<file path="src/core/spfs_regs.vh">
// spfs_regs.vh: constants for the self-program flash section control block
// assumes 8k-byte flash, 4k words addressed by 12-bit word address, 32-word pages
`ifndef SPFS_REGS_VH
`define SPFS_REGS_VH

`define SPFS_AW 12
`define SPFS_DW 16
`define SPFS_PAGE_LSB 5
`define SPFS_PW 7
// halting region starts at this word address, independent of fuses
`define SPFS_HALT_BASE 12'hc00
// boot loader start per boot size fuse code 0..3 (all inside the halting region)
`define SPFS_BOOT_BASE0 12'hc00
`define SPFS_BOOT_BASE1 12'he00
`define SPFS_BOOT_BASE2 12'hf00
`define SPFS_BOOT_BASE3 12'hf80
// value returned for blocked concurrent-region reads
`define SPFS_BLOCKED_DATA 16'hffff
// operation codes
`define SPFS_OP_LOAD 2'h0
`define SPFS_OP_ERASE 2'h1
`define SPFS_OP_WRITE 2'h2
`define SPFS_OP_LOCK 2'h3
// default array busy time in cycles (4 ms at 40 MHz)
`define SPFS_OP_TIME_US 4000
`define SPFS_CLK_MHZ 40
`define SPFS_OP_CYCLES 18'h27100
`define SPFS_CW 18
`define SPFS_ONE_CW 18'h00001
`define SPFS_ZERO_CW 18'h00000

`endif

</file>
<file path="src/core/spfs_region_dec.v">
// spfs_region_dec.v: classifies a word address into flash regions
// assumes fuse inputs stable; purely combinational
`include "spfs_regs.vh"
`timescale 1ns/1ps

module spfs_region_dec (
	input wire [`SPFS_AW-1:0] addr_i,
	input wire [1:0] boot_size_fuses_i,
	output reg in_boot_o,
	output reg in_halt_o
);

reg [`SPFS_AW-1:0] boot_base;

// boot base from fuses; halting boundary is fixed
always @* begin
	if (boot_size_fuses_i == 2'h0) begin
		boot_base = `SPFS_BOOT_BASE0;
	end else if (boot_size_fuses_i == 2'h1) begin
		boot_base = `SPFS_BOOT_BASE1;
	end else if (boot_size_fuses_i == 2'h2) begin
		boot_base = `SPFS_BOOT_BASE2;
	end else begin
		boot_base = `SPFS_BOOT_BASE3;
	end
	in_boot_o = (addr_i >= boot_base);
	in_halt_o = (addr_i >= `SPFS_HALT_BASE);
end

endmodule

</file>
<file path="src/core/spfs_lock_chk.v">
// spfs_lock_chk.v: decides whether a lock-bit pair permits a write and a read
// assumes lock bits active low (0 = programmed)
`include "spfs_regs.vh"
`timescale 1ns/1ps

module spfs_lock_chk (
	input wire [1:0] lock_bits_i,
	output wire write_ok_o,
	output wire cross_read_ok_o
);

// bit 0 clear blocks writes; bit 1 clear blocks cross-region reads
assign write_ok_o = lock_bits_i[0];
assign cross_read_ok_o = lock_bits_i[1];

endmodule

</file>
<file path="src/core/spfs_ctrl.v">
// spfs_ctrl.v: self-programming sequencer with region decode and fetch gating
// assumes core holds requests until acked; array ops finish when the OP_CYCLES count runs out
//
// Notes on behaviour
// - flash split into application and boot loader regions by boot size fuses.
// - store-program requests issued from application region are ignored.
// - store-program from boot loader may target any flash address.
// - lock set 0 guards application region, lock set 1 guards boot region.
// - fixed concurrent/halting boundary independent of boot size fuses.
// - concurrent or halting behaviour chosen from the pointer page address.
// - concurrent-region operation keeps core running, halting reads served.
// - halting-region operation stalls core for whole operation, no reads.
// - no valid code returned from concurrent region while it is blocked.
// - busy flag reads one while a concurrent-region op keeps that region blocked.
// - boot loader region always lies inside the halting region.
// - busy flag set when erase or write to concurrent region starts.
// - busy flag cleared by read re-enable after completion or by page load.
`include "spfs_regs.vh"
`timescale 1ns/1ps

module spfs_ctrl #(
	parameter [`SPFS_CW-1:0] OP_CYCLES = `SPFS_OP_CYCLES
) (
	input wire mclk_i,
	input wire rst_i,
	input wire [1:0] boot_size_fuses_i,
	input wire [1:0] lock_set0_i,
	input wire [1:0] lock_set1_i,
	input wire rd_req_i,
	input wire [`SPFS_AW-1:0] rd_addr_i,
	input wire [`SPFS_AW-1:0] pc_i,
	input wire spm_req_i,
	input wire [1:0] spm_op_i,
	input wire [`SPFS_AW-1:0] spm_ptr_i,
	input wire [`SPFS_DW-1:0] spm_data_i,
	input wire concurrent_region_read_reenable_i,
	input wire [`SPFS_DW-1:0] arr_rdata_i,
	output reg rd_valid_o,
	output reg [`SPFS_DW-1:0] rd_data_o,
	output reg spm_ack_o,
	output reg spm_rejected_o,
	output reg core_stall_o,
	output reg concurrent_region_busy_flag_o,
	output reg spm_busy_o,
	output reg arr_rd_o,
	output reg [`SPFS_AW-1:0] arr_addr_o,
	output reg arr_erase_o,
	output reg arr_write_o,
	output reg arr_load_o,
	output reg [`SPFS_DW-1:0] arr_wdata_o
);

// sequencer states; DONE lasts one cycle and marks completion
localparam ST_IDLE = 2'h0;
localparam ST_RUN = 2'h1;
localparam ST_DONE = 2'h2;

// sequencer state
reg [1:0] state_reg;
reg [1:0] state_next;
reg [`SPFS_CW-1:0] cnt_reg;
reg [`SPFS_CW-1:0] cnt_next;
reg halt_op_reg;
reg halt_op_next;
reg busy_flag_next;
reg op_done_reg;
reg op_done_next;
// read return pipeline
reg rd_pend_reg;
reg rd_pend_blk_reg;
// region and lock decode
wire pc_in_boot;
wire tgt_in_boot;
wire tgt_in_halt;
wire rd_in_boot;
wire rd_in_halt;
wire app_wr_ok;
wire app_rd_ok;
wire boot_wr_ok;
wire boot_rd_ok;
wire tgt_wr_ok;
wire rd_lock_ok;
wire spm_accept;
wire is_prog;
wire rd_blocked;
// output qualifiers
wire stall_next;
wire rd_refused;

////////////////////////////////////////////////////////////////////////////////
// region decode for the fetching pc, the pointer and the read address

spfs_region_dec u_pc_dec (
	.addr_i(pc_i),
	.boot_size_fuses_i(boot_size_fuses_i),
	.in_boot_o(pc_in_boot),
	.in_halt_o()
);

spfs_region_dec u_tgt_dec (
	.addr_i(spm_ptr_i),
	.boot_size_fuses_i(boot_size_fuses_i),
	.in_boot_o(tgt_in_boot),
	.in_halt_o(tgt_in_halt)
);

spfs_region_dec u_rd_dec (
	.addr_i(rd_addr_i),
	.boot_size_fuses_i(boot_size_fuses_i),
	.in_boot_o(rd_in_boot),
	.in_halt_o(rd_in_halt)
);

spfs_lock_chk u_lock_app (
	.lock_bits_i(lock_set0_i),
	.write_ok_o(app_wr_ok),
	.cross_read_ok_o(app_rd_ok)
);

spfs_lock_chk u_lock_boot (
	.lock_bits_i(lock_set1_i),
	.write_ok_o(boot_wr_ok),
	.cross_read_ok_o(boot_rd_ok)
);

////////////////////////////////////////////////////////////////////////////////
// request qualification

// lock set chosen by target region; any address reachable from boot
assign tgt_wr_ok = tgt_in_boot ? boot_wr_ok : app_wr_ok;

// cross-region reads only: same-region code always reads itself
assign rd_lock_ok = (rd_in_boot == pc_in_boot) ? 1'b1 :
	(rd_in_boot ? boot_rd_ok : app_rd_ok);

// only erase and write busy the array; load and lock just ack
assign is_prog = (spm_op_i == `SPFS_OP_ERASE) || (spm_op_i == `SPFS_OP_WRITE);

// store-program accepted only from boot region code
assign spm_accept = spm_req_i && pc_in_boot && (state_reg == ST_IDLE) &&
	(!is_prog || tgt_wr_ok);

// boot region sits above the halting boundary for every fuse code, so
// a boot-region fetch is never blocked; the decoders keep that true
assign rd_blocked = !rd_in_halt && (concurrent_region_busy_flag_o || state_reg != ST_IDLE);

////////////////////////////////////////////////////////////////////////////////
// sequencer next state

always @* begin
	state_next = state_reg;
	cnt_next = cnt_reg;
	halt_op_next = halt_op_reg;
	busy_flag_next = concurrent_region_busy_flag_o;
	op_done_next = op_done_reg;
	case (state_reg)
		ST_IDLE: begin
			// a starting op wins over a clear in the same cycle
			if (spm_accept && is_prog) begin
				state_next = ST_RUN;
				cnt_next = OP_CYCLES;
				// the pointer's page picks concurrent or halting behaviour
				halt_op_next = tgt_in_halt;
				op_done_next = 1'b0;
				// only concurrent-region targets raise the busy flag
				if (!tgt_in_halt) begin
					busy_flag_next = 1'b1;
				end
			end else if (spm_accept && spm_op_i == `SPFS_OP_LOAD) begin
				// page load clears the flag at any idle time
				busy_flag_next = 1'b0;
			end else if (concurrent_region_read_reenable_i && op_done_reg) begin
				// re-enable counts only once an op has finished
				busy_flag_next = 1'b0;
			end
		end
		ST_RUN: begin
			// count the array busy time down to one
			if (cnt_reg == `SPFS_ONE_CW) begin
				state_next = ST_DONE;
			end
			cnt_next = cnt_reg - `SPFS_ONE_CW;
		end
		ST_DONE: begin
			// completion arms the read re-enable
			state_next = ST_IDLE;
			cnt_next = `SPFS_ZERO_CW;
			halt_op_next = 1'b0;
			op_done_next = 1'b1;
		end
		default: begin
			// unused code falls back to idle
			state_next = ST_IDLE;
		end
	endcase
end

////////////////////////////////////////////////////////////////////////////////
// state registers

always @(posedge mclk_i or posedge rst_i) begin
	if (rst_i) begin
		state_reg <= ST_IDLE;
		cnt_reg <= `SPFS_ZERO_CW;
		halt_op_reg <= 1'b0;
		op_done_reg <= 1'b0;
		concurrent_region_busy_flag_o <= 1'b0;
	end else begin
		state_reg <= state_next;
		cnt_reg <= cnt_next;
		halt_op_reg <= halt_op_next;
		op_done_reg <= op_done_next;
		// the flag flop is the output itself, no extra delay
		concurrent_region_busy_flag_o <= busy_flag_next;
	end
end

////////////////////////////////////////////////////////////////////////////////
// stall and read qualifiers shared by the output processes

// stall follows the next state, so it rises on the accepting edge
assign stall_next = halt_op_next && (state_next != ST_IDLE);
// a read meeting a store-program accept loses the array address
assign rd_refused = rd_blocked || !rd_lock_ok || spm_accept;

////////////////////////////////////////////////////////////////////////////////
// core side handshake outputs

always @(posedge mclk_i or posedge rst_i) begin
	if (rst_i) begin
		spm_ack_o <= 1'b0;
		spm_rejected_o <= 1'b0;
		core_stall_o <= 1'b0;
		spm_busy_o <= 1'b0;
	end else begin
		// ack and refusal answer the taking edge
		spm_ack_o <= spm_accept;
		// refused request raises spm_rejected_o for one cycle, ack never comes
		spm_rejected_o <= spm_req_i && (state_reg == ST_IDLE) && !spm_accept;
		spm_busy_o <= (state_next != ST_IDLE);
		// stall for whole halting operation
		core_stall_o <= stall_next;
	end
end

////////////////////////////////////////////////////////////////////////////////
// array commands; the array answers for the address already on its port

always @(posedge mclk_i or posedge rst_i) begin
	if (rst_i) begin
		// array idle, address parked at zero
		arr_rd_o <= 1'b0;
		arr_addr_o <= {`SPFS_AW{1'b0}};
		arr_erase_o <= 1'b0;
		arr_write_o <= 1'b0;
		arr_load_o <= 1'b0;
		arr_wdata_o <= {`SPFS_DW{1'b0}};
	end else begin
		// one-cycle command pulses
		arr_erase_o <= spm_accept && (spm_op_i == `SPFS_OP_ERASE);
		arr_write_o <= spm_accept && (spm_op_i == `SPFS_OP_WRITE);
		arr_load_o <= spm_accept && (spm_op_i == `SPFS_OP_LOAD);
		// write data follows the core every cycle
		arr_wdata_o <= spm_data_i;
		if (spm_accept) begin
			arr_addr_o <= spm_ptr_i;
			arr_rd_o <= 1'b0;
		end else begin
			arr_addr_o <= rd_addr_i;
			// halting reads go on except during halting ops
			arr_rd_o <= rd_req_i && !rd_blocked && !halt_op_reg && rd_lock_ok;
		end
	end
end

////////////////////////////////////////////////////////////////////////////////
// read return: the address leaves on the taking edge and the data comes back
// on the next one, so a read costs two edges; refusal is judged when taken

always @(posedge mclk_i or posedge rst_i) begin
	if (rst_i) begin
		// no read pending, data shows the blocked value
		rd_pend_reg <= 1'b0;
		rd_pend_blk_reg <= 1'b0;
		rd_valid_o <= 1'b0;
		rd_data_o <= `SPFS_BLOCKED_DATA;
	end else begin
		rd_pend_reg <= rd_req_i && !stall_next;
		rd_pend_blk_reg <= rd_refused;
		// no answer at all while the core is held
		rd_valid_o <= rd_pend_reg && !stall_next;
		if (rd_pend_reg) begin
			if (rd_pend_blk_reg) begin
				rd_data_o <= `SPFS_BLOCKED_DATA;
			end else begin
				rd_data_o <= arr_rdata_i;
			end
		end
	end
end

endmodule

</file>
<file path="config.mk">
export PLATFORM = sky130hd
export DESIGN_NAME = spfs_ctrl
export DESIGN_NICKNAME = d
export VERILOG_FILES = /design/src/core/spfs_region_dec.v /design/src/core/spfs_lock_chk.v /design/src/core/spfs_ctrl.v
export VERILOG_INCLUDE_DIRS = /design/src /design/src/core
export SDC_FILE = /design/constraint.sdc
export NUM_CORES = 1
export LEC_CHECK = 0
export ABC_AREA = 1
export CAP_MARGIN = 20
export CORE_UTILIZATION = 60
export CTS_CLUSTER_DIAMETER = 200
export CTS_CLUSTER_SIZE = 10
export DETAILED_ROUTE_END_ITERATION = 6
export DONT_BUFFER_PORTS = 1
export GPL_TIMING_DRIVEN = 0
export PLACE_DENSITY = 0.76
export SETUP_SLACK_MARGIN = 0.15
export SYNTH_ARGS = -nofsm -noshare
export SYNTH_HDL_FRONTEND = slang
export SYNTH_SLANG_ARGS = --single-unit
</file>
<file path="constraint.sdc">
create_clock -name mclk_i -period 4.6 [get_ports mclk_i]
set_clock_uncertainty 0.05 [all_clocks]
set_input_delay 1.15 -clock mclk_i [delete_from_list [all_inputs] [get_ports mclk_i]]
set_output_delay 1.15 -clock mclk_i [all_outputs]
set_load 0.02 [all_outputs]
</file>
* Word level (Yosys, flattened, before mapping)
Index checks and enable logic that the tools add are counted.
Cells by class: magnitude comparators 5, add/subtract/negate cells 1, reductions and logical operators 40, mux-type cells 22, equality and inequality tests 10
Operator list (number):
- 18-bit case mux with 3 select lines | 1
- 12-bit >= comparator | 3
- 12-bit >= comparator (second input constant) | 2
- 12-bit two-way mux | 2
- 18-bit by 1-bit == test with 1-bit output (second input constant) | 1
- 18-bit two-way mux | 1
- 18-bit by 1-bit subtractor with 18-bit output (second input constant) | 1
- 1-bit logical AND | 17
- 16-bit two-way mux | 1
- 1-bit two-way mux | 10
- 9-bit two-way mux | 1
- 8-bit two-way mux | 1
- 1-bit zero test | 7
- 2-bit by 1-bit == test with 1-bit output (second input constant) | 3
- 2-bit == test (second input constant) | 3
- 2-bit zero test | 3
- 2-bit nonzero test | 3
- 3-bit nonzero test | 2
- 1-bit logical OR | 5
- 2-bit two-way mux | 2
- 2-bit != test (second input constant) | 2
- 1-bit case mux with 2 select lines | 2
- 2-bit case mux with 2 select lines | 1
- 2-bit AND reduction | 2
- other kinds (2) | 2
Word-level totals: output and inout port bits 54, input bits 81, logic and storage cells 97, register bits after elaboration 78

* Depth between registers and ports, before layout
word-level depth 15, depth in mapped cells 15, depth with buffers taken out 14

* Hierarchy
A second synthesis with hierarchy kept.
Second synthesis, totals: cell total of the unflattened synthesis 487, area total of the unflattened synthesis 3957.5 sq um
Modules (own cells, without submodules):
- spfs_ctrl | area an instance 3413.3 sq um, instances 1, seq. area each 1971.9 sq um, cells an instance 390
- spfs_region_dec | area an instance 171.4 sq um, instances 3, seq. area each 0.0 sq um, cells an instance 31
- spfs_lock_chk | area an instance 15.0 sq um, instances 2, seq. area each 0.0 sq um, cells an instance 2

* Least setup slack after synthesis
OpenSTA, ideal clock, no wires.
path type in2reg, start point input port boot_size_fuses_i[1], end point register cnt_reg[12], setup slack 1.805 ns, data required time 4.431 ns, setup time 0.119 ns, buffers on the path 1, arrival time 2.626 ns, stages on the path 13, cell sequence nor2_1 > ha_1 > a21oi_1 > nand2_1 > nand2_1 > nand3_1 > nand2_1 > nand3_4 > nand2_4 > nand2_4 > buf_6 > nor2_1 > nor2_1
On the way: cells in the longest elaborated chain, start to end 11, elaborated cells between the ends (all ways) 16, those cells by class order compare: 2; eq/ne: 3; mux: 4; reduce/logical: 7
RTL lines:
- start: declaration | RTL line spfs_ctrl.v:26 | input wire [1:0] boot_size_fuses_i,
- 2-bit == test | RTL line spfs_region_dec.v:21 | end else if (boot_size_fuses_i == 2'h2) begin
- 8-bit two-way mux | RTL line spfs_region_dec.v:21
- 9-bit two-way mux | RTL line spfs_region_dec.v:19 | end else if (boot_size_fuses_i == 2'h1) begin
- 12-bit two-way mux * | RTL line spfs_region_dec.v:17 | if (boot_size_fuses_i == 2'h0) begin
- 12-bit >= comparator | RTL line spfs_region_dec.v:26 | in_boot_o = (addr_i >= boot_base);
- 1-bit two-way mux / 1-bit logical AND (equally long branches) | RTL line spfs_ctrl.v:130, spfs_ctrl.v:140
- 1-bit logical OR / 1-bit logical AND (equally long branches) | RTL line spfs_ctrl.v:141, spfs_ctrl.v:140
- 1-bit logical AND * | RTL line spfs_ctrl.v:140 | assign spm_accept = spm_req_i && pc_in_boot && (state_reg == ST_IDLE) &&
- 1-bit logical AND * | RTL line spfs_ctrl.v:159 | if (spm_accept && is_prog) begin
- 2-bit != test (no line) *
- 2-bit AND reduction (no line) *
- end signal: assignment | RTL line spfs_ctrl.v:204 | cnt_reg <= `SPFS_ZERO_CW;
- end signal: assignment | RTL line spfs_ctrl.v:210 | cnt_reg <= cnt_next;
- end: declaration | RTL line spfs_ctrl.v:61 | reg [`SPFS_CW-1:0] cnt_reg;
Mark *: on every way between the ends. The rest lies on a longest branch, timed or not. A chain may end at the register's enable or synchronous reset.

* Worst setup path after layout
Ends and elaborated chain as after synthesis.

==> out/results.ini <==
[status]
status=complete, no violations

[synthesis]
ys.warnings.count=0
post_synth_xor_area_fraction_pct=0.8960
muxShareOfSynthArea_pct=0
synthAdderAreaFrac_pct=5.440
yosys.area_share.simple_pct=25.63
yosys.area.top_type_share_pct=39.68
synth.area.top_cells=dfrtp_1 (40%), nand2_1 (14%), dfstp_2 (11%)
synth_seq_cells=78
netlist_area_um2=3910
ys_types=35
synth_nets=563
synth_top_family_by_area=simple AND/OR/NAND/NOR gates
synth_compound_area_share_pct=10.37
yosysSeqAreaShare_pct=50.43
avgSynthCellArea_um2=8.409
synthCells=465
yosys.area.top_type=dfrtp_1

[floorplan]
die_h_um=82.73
core_area_um2=6314
io_pins=135
die_x_um=82.73
initial_utilization_pct=61.93
dieArea_um2=6843
rows=29

[layout]
fin_nets=575
final_cell_mix=nand2_1 (146), dfrtp_1 (62), inv_1 (54)
stdcell_count=559
final_cell_area_um2=4240
fill_cells=509
drive_above_1_share_pct=14.94
final_common_cell=nand2_1
syn_to_final_growth_pct=8.448
largest_register_ffs=18
diodes=0
final_util_pct=67.16

[pwr]
leakagePower_nw=2.137
p_per_area_nw_per_um2=537.7
peakVddDrop_v=0.0003631

[job]
max_cap_violations=0

[timing]
worst_slew_pin_slew_ns=0.5111
setup_viol=0
period_minus_slack_ns=2.682
final.setup.tns_ns=0
period_share_pct=58.30
setup_ws_ns=1.918
max_slew_margin_pct=65.93
final_hold_viol_count=0
maxSlewViolCount=0
max_freq_mhz=372.9
rsz0062_at_grt=no

[clocking]
postCtsSetupRepairBufs=0
clkSlewWorstSetupHoldPaths_ns=0.09
cts_resized=0
cts.sinks=78
clockBufferDepth=2
clock_latency_ns=0.36
cts_made_buffers=9
cts_hold_buf=0
cts_root_buffer=clkbuf_8
cts_tree=done
htreeDepth=3

[critical_path]
cp.required_ns=4.80
max_stage_delay_ns=0.31
worst-r2r-cell-count=10
arrival_ns=2.89
cp_num_buf_inv=1
cp_top_family=simple AND/OR/NAND/NOR gates
cp_max_fo=10
r2r_setup_slack_ns=2.42
startpoint_type=primary input
cpMaxStageDelayCell=ha_1
end_kind=register
startpoint=boot_size_fuses_i[1]
r2r_start=state_reg[1]
rr_endpoint=cnt_reg[12]
crit_type=primary input to register
crit_chain=nor2_1 > ha_1 > a21oi_1 > nand2_1 > nand2_1 > nand3_1 > nand2_1 > nand3_4 > nand2_4 > nand2_4 > buf_6 > nor2_1 > nor2_1

[worst_hold_path]
min_to=rd_data_o[2]
whs_path_depth=2
hold_start=rd_data_o[2]
min_path_type=register to register

[route]
num_vias=3048
routed_wl_um=8211
drt_iter0_markers=154
drtAntennaViolNets=0
vias_per_cell=5.453
drt_first_pass_iters=5
drt-wirelength-per-cell_um=14.69
drc_errors=0

[global_route]
grt_pass1_vias=2762
antenna_found_initial=0
grt_pass1_wl_um=12590
grt.overflow.total=0
grt_max_degree=62
track_usage_pct=25.25

[placement]
pre_cts_slack_ns=1.549
gp_congestion=0.8615
place_area_um2=4036
placed_cells=543
numPortBuffers=0
dpl.hpwl_um=6283

## logic make-up (layout without fill, tap and decap cells)
kind of cell,after synthesis,in the layout
adder cells (fa/ha/maj),17,17
AND/OR/NAND/NOR,234,234
AO/OA/AOI/OAI,63,63
buffers and inverters,69,86
flip-flops,78,78
XOR/XNOR,4,4
## metrics by stage
| step | hold WS, ns | power, mW |
|---|---|---|
| finish | 0.4737 | 2.280 |
| global route | 0.4988 | 2.449 |
| CTS | 0.4751 | 2.293 |
| detailed placement | 0.4609 | 1.760 |
| global placement | 0.4509 | 1.732 |
| floorplan | 0.4267 | 1.592 |
## worst reg2reg max path, delay by kind of cell (launching register included)
kind	cells	cell delay [ns]
AO/OA/AOI/OAI	1	0.22
adder cells (fa/ha/maj)	1	0.37
buffers and inverters	2	0.32
flip-flops	1	0.41
AND/OR/NAND/NOR	6	0.71
## per-layer routing
layer	share of wire [%]	vias up	GRT usage (%)
met4	2.1	0	11.55
met1	41	1396	31.20
met3	10	17	8.022
li1	-	1493	-
met2	47	142	40.16
met5	0	-	0
## report_power, final
group	leakage, nW	total [mW]	switching, mW	internal, mW
clock	0.103	0.531	0.272	0.259
combinational	1.10	0.694	0.450	0.244
sequential	0.936	1.05	0.207	0.848
total	2.14	2.28	0.929	1.35
## synth_stat cells
cell type,instances
dfstp_2,16
o21a_1,1
xor2_1,2
inv_1,55
a21oi_4,1
nand3_1,11
nor4_1,2
buf_6,3
a21oi_1,7
a21boi_1,1
ha_1,17
nand4_1,13
nand3_2,1
o21ai_1,3
o21ai_0,32
buf_2,1
a21oi_2,2
nor3_2,1
dfrtp_1,62
o2111ai_2,1
a22o_2,1
nand2_1,146
inv_2,2
nand3b_1,1
or2_2,5
xnor2_1,2
nand2_4,2
o21bai_1,1
nor2_1,43
nor2_2,4
nor3_1,4
o21ai_2,13
nand3_4,1
clkinv_1,1
clkbuf_1,7
## final cells by class
type                       count  area, µm²  area share (%)
timing repair buffer           1      27.53          0.6492
buffer                        11      65.06           1.534
multi-input combinational    318       1655           39.04
tap                           77      96.34           2.272
inverter                      58      220.2           5.193
clock inverter                 7      80.08           1.888
sequential                    78       1972           46.50
clock buffer                   9      123.9           2.921
## worst max-delay path by stage
stage / endpoint / slack [ns] / cells past startpoint
floorplan: arr_addr_o[0] / 1.43 / 1
global placement: cnt_reg[3] / 0.71 / 1
detailed placement: arr_addr_o[6] / 1.55 / 12
CTS: cnt_reg[12] / 1.93 / 13
global route: arr_addr_o[3] / 1.69 / 12
finish: cnt_reg[12] / 1.92 / 13
(Power assumes the default switching activity.)
